[src/verilog/boot_loader_pkg.sv]
// Purpose: shared constants and types of the boot mode select loader
// Assumes: 50 MHz sys_clk, APB register access with 32-bit data
// Notes:   entry addresses, key words and stream framing values
package boot_loader_pkg;

	// entry addresses returned by mode selection
	localparam logic [31:0] FLASH_ENTRY    = 32'h003f7ff6;
	localparam logic [31:0] RAM_ENTRY      = 32'h003f8000;
	localparam logic [31:0] OTP_ENTRY      = 32'h003d7800;

	// stream framing
	localparam logic [15:0] KEY_WIDE       = 16'h10aa;
	localparam logic [15:0] KEY_BYTE       = 16'h08aa;
	localparam logic [15:0] END_SIZE       = 16'h0000;
	localparam logic [3:0]  RSV_LAST       = 4'h7;

	// last settle count; pins settle 8 cycles after reset before sampling
	localparam logic [3:0]  SETTLE_LAST    = 4'h7;

	// shortest start-bit width accepted as an autobaud lock
	localparam int          MIN_BIT_CYC    = 8;

	// register map
	localparam int          ADDR_W         = 8;
	localparam logic [7:0]  CTRL_OFS       = 8'h00;
	localparam logic [7:0]  STATUS_OFS     = 8'h04;
	localparam logic [7:0]  ENTRY_OFS      = 8'h08;
	localparam logic [7:0]  WORDS_OFS      = 8'h0c;
	localparam logic [7:0]  BAUD_OFS       = 8'h10;
	localparam int          CTRL_RESTART   = 0;
	localparam int          ST_BUSY        = 0;
	localparam int          ST_DONE        = 1;
	localparam int          ST_ABORT       = 2;
	localparam int          ST_WD_OFF      = 3;
	localparam int          ST_PINS_LO     = 4;
	localparam int          ST_MODE_LO     = 8;
	localparam int          ST_LOCKED      = 11;

	// serial port setup values
	localparam logic [2:0]  CHAR_LEN_8     = 3'h7;
	localparam logic [2:0]  LOW_SPEED_PERIPHERAL_CLOCK_DIV4    = 3'h2;

	typedef enum logic [5:0] {
		M_SETTLE = 6'h01,
		M_DECIDE = 6'h02,
		M_EXT    = 6'h04,
		M_STREAM = 6'h08,
		M_FINISH = 6'h10,
		M_DONE   = 6'h20
	} main_st_t;

	typedef enum logic [8:0] {
		P_KEY      = 9'h001,
		P_KEY2     = 9'h002,
		P_RSV      = 9'h004,
		P_ENTRY_HI = 9'h008,
		P_ENTRY_LO = 9'h010,
		P_SIZE     = 9'h020,
		P_DEST_HI  = 9'h040,
		P_DEST_LO  = 9'h080,
		P_DATA     = 9'h100
	} parse_st_t;

	typedef enum logic [5:0] {
		R_LOCK_IDLE = 6'h01,
		R_LOCK_MEAS = 6'h02,
		R_IDLE      = 6'h04,
		R_START     = 6'h08,
		R_BITS      = 6'h10,
		R_STOP      = 6'h20
	} rx_st_t;

	typedef enum logic [2:0] {
		H_IDLE      = 3'h1,
		H_WAIT_LOW  = 3'h2,
		H_WAIT_HIGH = 3'h4
	} par_st_t;

	typedef enum logic [2:0] {
		MODE_FLASH = 3'h0,
		MODE_SPI   = 3'h1,
		MODE_SCI   = 3'h2,
		MODE_RAM   = 3'h3,
		MODE_OTP   = 3'h4,
		MODE_PAR   = 3'h5
	} mode_t;

	typedef struct packed {
		logic       two_stop;
		logic [2:0] char_len;
		logic       parity_en;
		logic       int_clk;
		logic       loopback;
		logic       rx_irq_en;
		logic       tx_irq_en;
		logic       fifo_en;
		logic [2:0] low_speed_peripheral_clock_div;
		logic       active;
	} sci_cfg_t;

	typedef struct packed {
		logic        we;
		logic [31:0] addr;
		logic [15:0] data;
	} mem_wr_t;

endpackage

[src/verilog/boot_mode_select_loader.sv]
// Purpose: boot mode selection with serial and parallel stream loaders
// Assumes: all pin inputs synchronous to sys_clk; serial-memory loader is external
// Notes:   Contract
// Contract
// - pin A high returns flash entry
// - A low, B high starts serial-memory loader
// - A,B low, C,D high starts serial loader
// - only C high returns RAM entry
// - only D high returns OTP entry
// - all pins low start parallel loader
// - watchdog off before loaders, untouched otherwise
// - after loader, watchdog on and timer cleared
// - serial loader takes byte stream only
// - autobaud lock, then echo every character
// - serial port fixed 8N1 setup, clock /4
// - skip 8 reserved words, read entry address
// - size word, zero ends, else destination, data
// - byte mode uses low eight data lines
// - first byte low, second byte high
// - ready low before each parallel transfer
// - on valid low read, then ready high
// - wait valid high before ready low again
// - key 0x10AA wide, 0x08AA byte, else abort
`timescale 1ns/100ps
module boot_mode_select_loader
	import boot_loader_pkg::*;
#(
	parameter int BIT_CNT_W = 20
) (
	// clock and reset
	input  wire logic                 sys_clk,
	input  wire logic                 reset,
	// apb slave
	input  wire logic                 psel,
	input  wire logic                 penable,
	input  wire logic                 pwrite,
	input  wire logic [ADDR_W-1:0]    paddr,
	input  wire logic [31:0]          pwdata,
	output logic      [31:0]          prdata,
	output logic                      pready,
	output logic                      pslverr,
	// mode pins
	input  wire logic                 mode_pin_a,
	input  wire logic                 mode_pin_b,
	input  wire logic                 mode_pin_c,
	input  wire logic                 mode_pin_d,
	// async serial port
	input  wire logic                 serial_receive_line,
	output logic                      serial_transmit_line,
	output sci_cfg_t                  sci_cfg,
	// parallel port
	input  wire logic [15:0]          parallel_data,
	input  wire logic                 host_data_valid_line,
	output logic                      device_ready_line,
	// external serial-memory loader
	output logic                      spi_loader_start,
	input  wire logic                 spi_loader_done,
	input  wire logic [31:0]          spi_loader_entry,
	// memory write port
	output mem_wr_t                   mem_wr,
	// watchdog and result
	output logic                      wd_disable,
	output logic                      wd_clear,
	output logic                      boot_done,
	output logic [31:0]               entry_addr
);

	initial begin
		if (BIT_CNT_W < 8 || BIT_CNT_W > 30) begin
			$error("BIT_CNT_W out of range");
		end
	end

	typedef struct packed {
		main_st_t             main;
		parse_st_t            ps;
		rx_st_t               rx;
		par_st_t              par;
		mode_t                mode;
		logic [3:0]           pins;
		logic [3:0]           cnt;
		logic                 src_par;
		logic                 byte_mode;
		logic                 half;
		logic [7:0]           lsb;
		logic [15:0]          pval;
		logic                 pval_ok;
		logic [15:0]          addr_hi;
		logic [31:0]          entry;
		logic [31:0]          dest;
		logic [15:0]          remain;
		logic [31:0]          words;
		logic                 aborted;
		logic [BIT_CNT_W-1:0] bit_cyc;
		logic [BIT_CNT_W-1:0] rx_tmr;
		logic [2:0]           rx_bit;
		logic [7:0]           rx_sh;
		logic                 locking;
		logic                 locked;
		logic                 echo_req;
		logic [7:0]           echo_byte;
		logic                 tx_busy;
		logic [BIT_CNT_W-1:0] tx_tmr;
		logic [9:0]           tx_sh;
		logic [3:0]           tx_cnt;
		logic                 tx_line;
		logic                 ready_line;
		sci_cfg_t             cfg;
		mem_wr_t              mem;
		logic                 wd_off;
		logic                 wd_clr;
		logic                 spi_go;
		logic                 done;
		logic [31:0]          rdata;
	} state_t;

	state_t s_r;
	state_t s_nxt;

	logic                 apb_hit;
	logic                 restart_wr;
	logic                 word_ok;
	logic [15:0]          word;
	logic [31:0]          rd_mux;
	logic [BIT_CNT_W-1:0] one_cnt;

	assign one_cnt = {{(BIT_CNT_W-1){1'b0}}, 1'b1};

	always_comb begin
		apb_hit = 1'b1;
		rd_mux  = 32'h0000_0000;
		if (paddr == CTRL_OFS) begin
			rd_mux = 32'h0000_0000;
		end else if (paddr == STATUS_OFS) begin
			rd_mux[ST_BUSY]                = ~s_r.done;
			rd_mux[ST_DONE]                = s_r.done;
			rd_mux[ST_ABORT]               = s_r.aborted;
			rd_mux[ST_WD_OFF]              = s_r.wd_off;
			rd_mux[ST_PINS_LO+3:ST_PINS_LO] = s_r.pins;
			rd_mux[ST_MODE_LO+2:ST_MODE_LO] = s_r.mode;
			rd_mux[ST_LOCKED]              = s_r.locked;
		end else if (paddr == ENTRY_OFS) begin
			rd_mux = s_r.entry;
		end else if (paddr == WORDS_OFS) begin
			rd_mux = s_r.words;
		end else if (paddr == BAUD_OFS) begin
			rd_mux = 32'(s_r.bit_cyc);
		end else begin
			apb_hit = 1'b0;
		end
	end

	assign restart_wr = psel & penable & pwrite & apb_hit & (paddr == CTRL_OFS) & pwdata[CTRL_RESTART];

	// assemble a stream word from one wide value or two byte values
	always_comb begin
		word_ok = 1'b0;
		word    = s_r.pval;
		if (s_r.pval_ok) begin
			if (!s_r.byte_mode) begin
				word_ok = 1'b1;
			end else if (s_r.half) begin
				word_ok = 1'b1;
				word    = {s_r.pval[7:0], s_r.lsb};
			end
		end
	end

	always_comb begin
		s_nxt          = s_r;
		s_nxt.pval_ok  = 1'b0;
		s_nxt.echo_req = 1'b0;
		s_nxt.mem.we   = 1'b0;
		s_nxt.wd_clr   = 1'b0;
		s_nxt.spi_go   = 1'b0;
		if (psel && !penable) begin
			s_nxt.rdata = rd_mux;
		end

		case (s_r.main)
			M_SETTLE: begin
				s_nxt.cnt = s_r.cnt + 4'h1;
				if (s_r.cnt == SETTLE_LAST) begin
					s_nxt.main = M_DECIDE;
				end
			end
			M_DECIDE: begin
				s_nxt.pins      = {mode_pin_a, mode_pin_b, mode_pin_c, mode_pin_d};
				s_nxt.ps        = P_KEY;
				s_nxt.half      = 1'b0;
				s_nxt.byte_mode = 1'b0;
				s_nxt.words     = 32'h0000_0000;
				s_nxt.aborted   = 1'b0;
				s_nxt.main      = M_DONE;
				if (mode_pin_a) begin
					s_nxt.mode  = MODE_FLASH;
					s_nxt.entry = FLASH_ENTRY;
				end else if (mode_pin_b) begin
					s_nxt.mode   = MODE_SPI;
					s_nxt.spi_go = 1'b1;
					s_nxt.wd_off = 1'b1;
					s_nxt.main   = M_EXT;
				end else if (mode_pin_c && mode_pin_d) begin
					s_nxt.mode    = MODE_SCI;
					s_nxt.src_par = 1'b0;
					s_nxt.wd_off  = 1'b1;
					s_nxt.rx      = R_LOCK_IDLE;
					s_nxt.locked  = 1'b0;
					s_nxt.main    = M_STREAM;
					s_nxt.cfg     = '{two_stop: 1'b0, char_len: CHAR_LEN_8, parity_en: 1'b0, int_clk: 1'b1,
						loopback: 1'b0, rx_irq_en: 1'b0, tx_irq_en: 1'b0, fifo_en: 1'b0,
						low_speed_peripheral_clock_div: LOW_SPEED_PERIPHERAL_CLOCK_DIV4, active: 1'b1};
				end else if (mode_pin_c) begin
					s_nxt.mode  = MODE_RAM;
					s_nxt.entry = RAM_ENTRY;
				end else if (mode_pin_d) begin
					s_nxt.mode  = MODE_OTP;
					s_nxt.entry = OTP_ENTRY;
				end else begin
					s_nxt.mode    = MODE_PAR;
					s_nxt.src_par = 1'b1;
					s_nxt.wd_off  = 1'b1;
					s_nxt.par     = H_IDLE;
					s_nxt.main    = M_STREAM;
				end
			end
			M_EXT: begin
				if (spi_loader_done) begin
					s_nxt.entry = spi_loader_entry;
					s_nxt.main  = M_FINISH;
				end
			end
			M_STREAM: begin
				if (s_r.pval_ok && s_r.byte_mode && !s_r.half) begin
					s_nxt.lsb  = s_r.pval[7:0];
					s_nxt.half = 1'b1;
				end else if (word_ok) begin
					s_nxt.half = 1'b0;
				end
				case (s_r.ps)
					P_KEY: begin
						if (s_r.pval_ok) begin
							if (s_r.pval == KEY_WIDE) begin
								s_nxt.ps = P_RSV;
								s_nxt.cnt = 4'h0;
								if (!s_r.src_par) begin
									s_nxt.entry   = FLASH_ENTRY;
									s_nxt.aborted = 1'b1;
									s_nxt.main    = M_FINISH;
								end
							end else begin
								s_nxt.lsb = s_r.pval[7:0];
								s_nxt.ps  = P_KEY2;
							end
						end
					end
					P_KEY2: begin
						if (s_r.pval_ok) begin
							if ({s_r.pval[7:0], s_r.lsb} == KEY_BYTE) begin
								s_nxt.byte_mode = 1'b1;
								s_nxt.cnt       = 4'h0;
								s_nxt.ps        = P_RSV;
							end else begin
								s_nxt.entry   = FLASH_ENTRY;
								s_nxt.aborted = 1'b1;
								s_nxt.main    = M_FINISH;
							end
						end
					end
					P_RSV: begin
						if (word_ok) begin
							s_nxt.cnt = s_r.cnt + 4'h1;
							if (s_r.cnt == RSV_LAST) begin
								s_nxt.ps = P_ENTRY_HI;
							end
						end
					end
					P_ENTRY_HI: begin
						if (word_ok) begin
							s_nxt.addr_hi = word;
							s_nxt.ps      = P_ENTRY_LO;
						end
					end
					P_ENTRY_LO: begin
						if (word_ok) begin
							s_nxt.entry = {s_r.addr_hi, word};
							s_nxt.ps    = P_SIZE;
						end
					end
					P_SIZE: begin
						if (word_ok) begin
							s_nxt.remain = word;
							if (word == END_SIZE) begin
								s_nxt.main = M_FINISH;
							end else begin
								s_nxt.ps = P_DEST_HI;
							end
						end
					end
					P_DEST_HI: begin
						if (word_ok) begin
							s_nxt.addr_hi = word;
							s_nxt.ps      = P_DEST_LO;
						end
					end
					P_DEST_LO: begin
						if (word_ok) begin
							s_nxt.dest = {s_r.addr_hi, word};
							s_nxt.ps   = P_DATA;
						end
					end
					P_DATA: begin
						if (word_ok) begin
							s_nxt.mem.we   = 1'b1;
							s_nxt.mem.addr = s_r.dest;
							s_nxt.mem.data = word;
							s_nxt.dest     = s_r.dest + 32'h0000_0001;
							s_nxt.words    = s_r.words + 32'h0000_0001;
							s_nxt.remain   = s_r.remain - 16'h0001;
							if (s_r.remain == 16'h0001) begin
								s_nxt.ps = P_SIZE;
							end
						end
					end
					default: s_nxt.ps = P_KEY;
				endcase
			end
			M_FINISH: begin
				s_nxt.wd_off     = 1'b0;
				s_nxt.wd_clr     = 1'b1;
				s_nxt.cfg.active = 1'b0;
				s_nxt.ready_line = 1'b1;
				s_nxt.main       = M_DONE;
			end
			M_DONE: begin
				s_nxt.done = 1'b1;
				if (restart_wr) begin
					s_nxt.done = 1'b0;
					s_nxt.cnt  = 4'h0;
					s_nxt.main = M_SETTLE;
				end
			end
			default: s_nxt.main = M_SETTLE;
		endcase

		// parallel handshake, ready low only while the parser wants a value
		if (s_r.main == M_STREAM && s_r.src_par) begin
			case (s_r.par)
				H_IDLE: begin
					if (!s_r.pval_ok) begin
						s_nxt.ready_line = 1'b0;
						s_nxt.par        = H_WAIT_LOW;
					end
				end
				H_WAIT_LOW: begin
					if (!host_data_valid_line) begin
						s_nxt.pval       = parallel_data;
						s_nxt.pval_ok    = 1'b1;
						s_nxt.ready_line = 1'b1;
						s_nxt.par        = H_WAIT_HIGH;
					end
				end
				H_WAIT_HIGH: begin
					if (host_data_valid_line) begin
						s_nxt.par = H_IDLE;
					end
				end
				default: s_nxt.par = H_IDLE;
			endcase
		end

		// serial receiver with autobaud on the first character
		if (s_r.main == M_STREAM && !s_r.src_par) begin
			case (s_r.rx)
				R_LOCK_IDLE: begin
					if (!serial_receive_line) begin
						s_nxt.rx_tmr = one_cnt;
						s_nxt.rx     = R_LOCK_MEAS;
					end
				end
				R_LOCK_MEAS: begin
					if (!serial_receive_line) begin
						if (~&s_r.rx_tmr) begin
							s_nxt.rx_tmr = s_r.rx_tmr + one_cnt;
						end
					end else if (s_r.rx_tmr < BIT_CNT_W'(MIN_BIT_CYC)) begin
						s_nxt.rx = R_LOCK_IDLE;
					end else begin
						s_nxt.bit_cyc = s_r.rx_tmr;
						s_nxt.rx_sh   = 8'h80;
						s_nxt.rx_bit  = 3'h1;
						s_nxt.locking = 1'b1;
						s_nxt.rx_tmr  = s_r.rx_tmr + (s_r.rx_tmr >> 1) - one_cnt;
						s_nxt.rx      = R_BITS;
					end
				end
				R_IDLE: begin
					if (!serial_receive_line) begin
						s_nxt.rx_tmr = (s_r.bit_cyc >> 1) - one_cnt;
						s_nxt.rx     = R_START;
					end
				end
				R_START: begin
					s_nxt.rx_tmr = s_r.rx_tmr - one_cnt;
					if (s_r.rx_tmr == '0) begin
						s_nxt.rx_tmr = s_r.bit_cyc - one_cnt;
						s_nxt.rx_bit = 3'h0;
						s_nxt.rx     = serial_receive_line ? R_IDLE : R_BITS;
					end
				end
				R_BITS: begin
					s_nxt.rx_tmr = s_r.rx_tmr - one_cnt;
					if (s_r.rx_tmr == '0) begin
						s_nxt.rx_sh  = {serial_receive_line, s_r.rx_sh[7:1]};
						s_nxt.rx_tmr = s_r.bit_cyc - one_cnt;
						s_nxt.rx_bit = s_r.rx_bit + 3'h1;
						if (s_r.rx_bit == 3'h7) begin
							s_nxt.rx = R_STOP;
						end
					end
				end
				R_STOP: begin
					s_nxt.rx_tmr = s_r.rx_tmr - one_cnt;
					if (s_r.rx_tmr == '0) begin
						s_nxt.echo_req  = 1'b1;
						s_nxt.echo_byte = s_r.rx_sh;
						s_nxt.locking   = 1'b0;
						s_nxt.locked    = 1'b1;
						s_nxt.pval      = {8'h00, s_r.rx_sh};
						s_nxt.pval_ok   = ~s_r.locking;
						s_nxt.rx        = R_IDLE;
					end
				end
				default: s_nxt.rx = R_LOCK_IDLE;
			endcase
		end

		// echo transmitter: start, eight data bits lsb first, one stop
		if (!s_r.tx_busy) begin
			s_nxt.tx_line = 1'b1;
			if (s_r.echo_req) begin
				s_nxt.tx_sh   = {1'b1, s_r.echo_byte, 1'b0};
				s_nxt.tx_line = 1'b0;
				s_nxt.tx_cnt  = 4'h0;
				s_nxt.tx_tmr  = s_r.bit_cyc - one_cnt;
				s_nxt.tx_busy = 1'b1;
			end
		end else begin
			s_nxt.tx_tmr = s_r.tx_tmr - one_cnt;
			if (s_r.tx_tmr == '0) begin
				s_nxt.tx_tmr = s_r.bit_cyc - one_cnt;
				s_nxt.tx_sh  = {1'b1, s_r.tx_sh[9:1]};
				s_nxt.tx_line = s_r.tx_sh[1];
				s_nxt.tx_cnt = s_r.tx_cnt + 4'h1;
				if (s_r.tx_cnt == 4'h9) begin
					s_nxt.tx_busy = 1'b0;
					s_nxt.tx_line = 1'b1;
				end
			end
		end
	end

	always_ff @(posedge sys_clk) begin
		if (reset) begin
			s_r            <= '0;
			s_r.main       <= M_SETTLE;
			s_r.ps         <= P_KEY;
			s_r.rx         <= R_LOCK_IDLE;
			s_r.par        <= H_IDLE;
			s_r.mode       <= MODE_FLASH;
			s_r.entry      <= FLASH_ENTRY;
			s_r.tx_line    <= 1'b1;
			s_r.ready_line <= 1'b1;
		end else begin
			s_r <= s_nxt;
		end
	end

	assign prdata               = s_r.rdata;
	assign pready               = 1'b1;
	assign pslverr              = psel & penable & ~apb_hit;
	assign serial_transmit_line = s_r.tx_line;
	assign sci_cfg              = s_r.cfg;
	assign device_ready_line    = s_r.ready_line;
	assign spi_loader_start     = s_r.spi_go;
	assign mem_wr               = s_r.mem;
	assign wd_disable           = s_r.wd_off;
	assign wd_clear             = s_r.wd_clr;
	assign boot_done            = s_r.done;
	assign entry_addr           = s_r.entry;

endmodule
[config.mk]
export PLATFORM = sky130hd
export DESIGN_NAME = boot_mode_select_loader
export DESIGN_NICKNAME = d
export VERILOG_FILES = /design/src/verilog/boot_loader_pkg.sv /design/src/verilog/boot_mode_select_loader.sv
export SDC_FILE = /design/constraint.sdc
export NUM_CORES = 1
export LEC_CHECK = 0
export BUFFER_PORTS_ARGS = -buffer_cell sky130_fd_sc_hd__buf_2
export CORE_MARGIN = 5
export CORE_UTILIZATION = 55
export CTS_CLUSTER_DIAMETER = 100
export DETAILED_ROUTE_END_ITERATION = 12
export PLACE_DENSITY = 0.75
export SKIP_LAST_GASP = 1
export SYNTH_ARGS = -nofsm -noshare
export SYNTH_HDL_FRONTEND = slang
export SYNTH_SLANG_ARGS = --single-unit
[constraint.sdc]
create_clock -name sys_clk -period 9.95 [get_ports sys_clk]
set_clock_uncertainty 0.05 [all_clocks]
set_input_delay 0.995 -clock sys_clk [delete_from_list [all_inputs] [get_ports sys_clk]]
set_output_delay 0.995 -clock sys_clk [all_outputs]
set_load 0.03 [all_outputs]
# After elaboration in Yosys (flattened, before gate mapping)
# Index checks and enable logic that the tools add are counted.
# op_classes
n_mux	169
bitwise	17
reduce_logical	52
n_addsub	13
eq_ne	87
n_lt_le_gt_ge	1
# op_table
op	n
two-way mux 32 bit	16
one-hot mux 32 bit (3 select lines)	2
two-way mux 6 bit	21
two-way mux 20 bit	6
one-hot mux 20 bit (6 select lines)	1
two-way mux 36 bit	3
two-way mux 9 bit	12
two-way mux 17 bit	6
one-hot mux 9 bit (9 select lines)	1
two-way mux 16 bit	5
two-way mux 80 bit	1
subtractor 20 x 1 -> 20 bit, second input constant	4
one-hot mux 6 bit (6 select lines)	2
!= test 3 bit, second input constant	22
one-hot mux 33 bit (2 select lines)	1
adder 32 x 1 -> 32 bit, second input constant	2
one-hot mux 32 bit (2 select lines)	1
two-way mux 52 bit	1
two-way mux 49 bit	1
two-way mux 15 bit	3
two-way mux 1 bit	41
zero test 20 bit	2
!= test 2 bit, second input constant	19
two-way mux 3 bit	12
other kinds (75)	154
# word_totals
inputBits	100
regBits	379

# Depth between registers and ports, before layout
# depth
ltp_word	11
depth_mapped	13
depth_no_buf	12

# Least setup slack after synthesis
# No wires, ideal clock.
# synth_timing
path_type	input to output
from	in paddr[5]
to	out pslverr
t_required_ns	8.905
path_stages	4
slack_ns	6.551
n_path_buf	1
arrival_time_ns	2.354
cell_sequence	or4_1 > nor3_1 > clkbuf_1 > nor3_1
# synth_via
elab_chain_cells	8
# synth_rtl
element	line_no	rtl
start: declaration	boot_mode_select_loader.sv:37	input wire logic [ADDR_W-1:0] paddr,
== test 8 x 5 -> 1 bit	boot_mode_select_loader.sv:146	end else if (paddr == BAUD_OFS) begin
two-way mux 1 bit	boot_mode_select_loader.sv:146	
two-way mux 1 bit	boot_mode_select_loader.sv:144	end else if (paddr == WORDS_OFS) begin
two-way mux 1 bit	boot_mode_select_loader.sv:142	end else if (paddr == ENTRY_OFS) begin
two-way mux 1 bit	boot_mode_select_loader.sv:134	end else if (paddr == STATUS_OFS) begin
two-way mux 1 bit (*)	boot_mode_select_loader.sv:132	if (paddr == CTRL_OFS) begin
NOT 1 bit (*)	boot_mode_select_loader.sv:481	assign pslverr = psel & penable & ~apb_hit;
bitwise AND 1 bit (*)	boot_mode_select_loader.sv:481	
end: declaration	boot_mode_select_loader.sv:41	output logic pslverr,
# Every way passes the cells marked *; elsewhere a longest branch is shown, timed or not.

# Worst setup path after layout
# layout_timing
from	reg s_r[161] (netlist name)
to	reg s_r[171] (netlist name)
# layout_via
elab_chain_cells	5
# layout_rtl
element	line_no	rtl
start: declaration	boot_mode_select_loader.sv:117	state_t s_r;
start signal: assignment	boot_mode_select_loader.sv:475	s_r <= s_nxt;
adder 20 x 19 -> 20 bit	boot_mode_select_loader.sv:393	s_nxt.rx_tmr = s_r.rx_tmr + (s_r.rx_tmr >> 1) - one_cnt;
subtractor 20 x 1 -> 20 bit	boot_mode_select_loader.sv:393	
two-way mux 52 bit	boot_mode_select_loader.sv:386	end else if (s_r.rx_tmr < BIT_CNT_W'(MIN_BIT_CYC)) begin
two-way mux 20 bit	boot_mode_select_loader.sv:382	if (!serial_receive_line) begin
one-hot mux 20 bit (6 select lines)	boot_mode_select_loader.sv:374	case (s_r.rx)
# Parallel ways exist; a longest one is shown, timed or not. The select of a mux whose other input is x is not followed.
# A chain may end at the register's enable or synchronous reset.

==> summary.txt <==
Clk buf depth - 3
Pins over their slew limit - 0
Slowest CP cell - o311ai_0
DR pass1 iterations - 6
Hold path start - mem_wr[36]
Number of routed nets with antenna violations - 0
Share of layout cells above drive strength 1 - 0.125
Starting Density - 0.559
EDFF count, synth - 0
Final worst-path cycle share - 0.421
Fin area - 0.0240 mm2
RSZ-0062 raised after global routing - false
Max transition margin - 0.178
Largest net degree at the start of global routing - 206
Routed length per instance - 20.7 um
CP endpoint kind - flip-flop
Initial antenna violation count - 1
HPWL Detailed - 51500 um
Die Span Y - 211 um
FFs w/ async S/R, synth - 0
Seq/Total Area, Yosys - 0.338
Clk Latency, worst-skew pair - 580 ps
Critical R2R Launch - s_r[161]
Crit path kind - flip-flop to flip-flop
Antenna diodes - 0
Switching Share - 0.237
Tot Pwr - 3.40 mW
Vias/cell - 6.34
Synthesized cell area - 0.0223 mm2
Most used standard cell by instance count after synthesis - dfxtp_1
Chip width - 211 um
Clk sink count - 377
Port bufs - 194
Peak supply drop - 109 uV
Ys Warns - 0
Lkg Pwr - 9.58 nW
H-tree depth - 2
DP Worst Slack - 5910 ps
R2R depth - 10
Area growth, synth to finish - 7.53%
Worst-Margin Slew - 1220 ps
Data required, critical path - 10360 ps
Clk slew on worst S/H paths - 60 ps
Critical path cell sequence - inv_1 > ha_1 > inv_1 > fa_1 > a211oi_1 > o21ai_0 > o311ai_0 > a311oi_1 > or3_1 > a311oi_1
CTS buffer count - 42
Yosys cell types - 94
Io pins - 235
Starting DRC count in detailed routing - 2367
Setup Fix Bufs, Post-CTS - 0
Clock power share - 0.488
Area post-placement - 0.0225 mm2
DRT Wirelength - 70900 um
Worst Hold Class - flip-flop to flip-flop
Non-Filler Instances - 3432
Max-Cap Viols - 0
Vias - 21700
Final setup TNS - 0 ps
Root Buffer Master - clkbuf_16
Full die area - 0.0447 mm2
Final Hold Vio Count - 0
Final setup viols - 0
Max Fclk - 239 MHz
FF+latch count, synth - 377
CP Launch Type - flip-flop
Syn_area_per_cell - 7.62 um2
Flop pwr share - 0.455
Arrival @ worst endpoint - 4600 ps
WHS Endpoint - mem_wr[36]
Top cells by count, synth - 377 x dfxtp_1, 327 x nand2_1, 313 x nor2_1
Grt ovf - 0
Status - complete, no violations
Yosys top cell area share - 0.338
GPL Wtd Cong - 0.967
Synth top area cells - dfxtp_1 34%, a21oi_1 6.6%, nand2_1 5.5%
Max FO, Critical Path - 8
Psw - 0.806 mW
Comb pwr share - 0.056
Core Area - 0.0399 mm2
CP max stage delay - 810 ps
Final-stage net count - 3055
Register-to-register setup slack - 5760 ps
Min-Delay Path Depth - 2
PostCTS Resize Cnt - 0
Core Util, Final - 0.601
Hold WS - 401 ps
RR Endpoint - s_r[171]
Final worst path period need - 4190 ps
P per Cell Area - 142 mW/mm2
Vias in the first global route - 19900
Post-Synthesis Cells - 2930
Cell Int Power - 2.59 mW
Post-route setup slack - 5760 ps
First-pass GRT wire length - 110000 um
Total Routing Usage GR - 0.300
CTS tree - built
Hold bufs inserted after CTS - 0
Area leader, netlist - dfxtp_1
Primary FF master, synth - dfxtp_1
Std-Cell Rows - 73
Inst Count DP - 3355
# DRC - 0
==> registers in the layout, indices dropped and copies added, names as in the netlist <==
register	flops
wd_clear	1
mem_wr	49
serial_transmit_line	1
entry_addr	32
s_r	256
device_ready_line	1
spi_loader_start	1
prdata	32
sci_cfg	2
boot_done	1
wd_disable	1
==> power groups by stage <==
stage | Clock (mW) | Sequential (mW) | Combinational (mW)
floorplan | 0 | 1.57 | 0.154
global route | 1.75 | 1.55 | 0.208
global placement | 0 | 1.58 | 0.183
finish | 1.66 | 1.55 | 0.191
detailed placement | 0 | 1.58 | 0.188
CTS | 1.68 | 1.55 | 0.189
==> metal layers <==
metal	share of wire	up-vias	wire length, um	GRT usage
met2	0.44	989	31300	0.468
met4	0.032	2	2300	0.0975
met1	0.43	10400	30400	0.424
met5	0.00014	-	10	0
li1	-	10200	-	-
met3	0.097	132	6890	0.0514
==> placed cells by master, fill, tap and decap left out, types with 14 or more instances in the layout <==
master,n
a22oi_1,44
a31oi_1,22
o22ai_1,24
or3_1,35
mux2i_1,44
ha_1,80
a21oi_1,291
a221oi_1,21
inv_1,96
mux2_2,20
a211oi_1,66
nand2b_1,19
buf_2,193
and2_1,14
nor2_1,311
nand3_1,77
nor4_1,30
a2111oi_0,14
xnor2_1,40
nor3_1,96
xor2_1,33
nand2_1,327
clkbuf_16,43
nand4_1,35
dfxtp_1,377
o21ai_0,176
and3_1,30
buf_4,30
o211ai_1,15
nor2b_1,15
==> critical path, delay by kind of cell, from the launching register on <==
kind | cells | cell delay, ps
buf+inv | 2 | 220
compound gates | 5 | 1940
simple gates | 1 | 480
fa+ha+maj | 2 | 790
flops | 1 | 610
==> area by class of cell <==
type | count | area (um2)
sequential | 377 | 7550
clock inverter | 20 | 253
timing repair buffer | 225 | 1230
clock buffer | 57 | 1240
multi-input combinational | 2132 | 12700
fill | 3597 | 15900
tap | 525 | 657
inverter | 96 | 360
==> worst max-delay path by stage <==
stage | start | end | slack [ps] | cells past startpoint
after floorplan | paddr[5] | pslverr | 6550 | 4
after global placement | serial_receive_line | s_r[168] | 5970 | 7
after detailed placement | s_r[161] | s_r[177] | 5910 | 11
after CTS | s_r[161] | s_r[177] | 5860 | 11
after global routing | s_r[161] | s_r[175] | 5480 | 11
final | s_r[161] | s_r[171] | 5760 | 10
==> cells by family after synthesis <==
group / count (synthesis) / synth area share
AND/OR/NAND/NOR: 1086 / 0.232
AO/OA/AOI/OAI: 819 / 0.230
buffers and inverters: 428 / 0.0953
flip-flops: 377 / 0.338
adder cells (fa/ha/maj): 81 / 0.0457
XOR/XNOR: 73 / 0.0286
multiplexers: 64 / 0.0298
other: 2 / 0.000336
(Power assumes the default switching activity.)
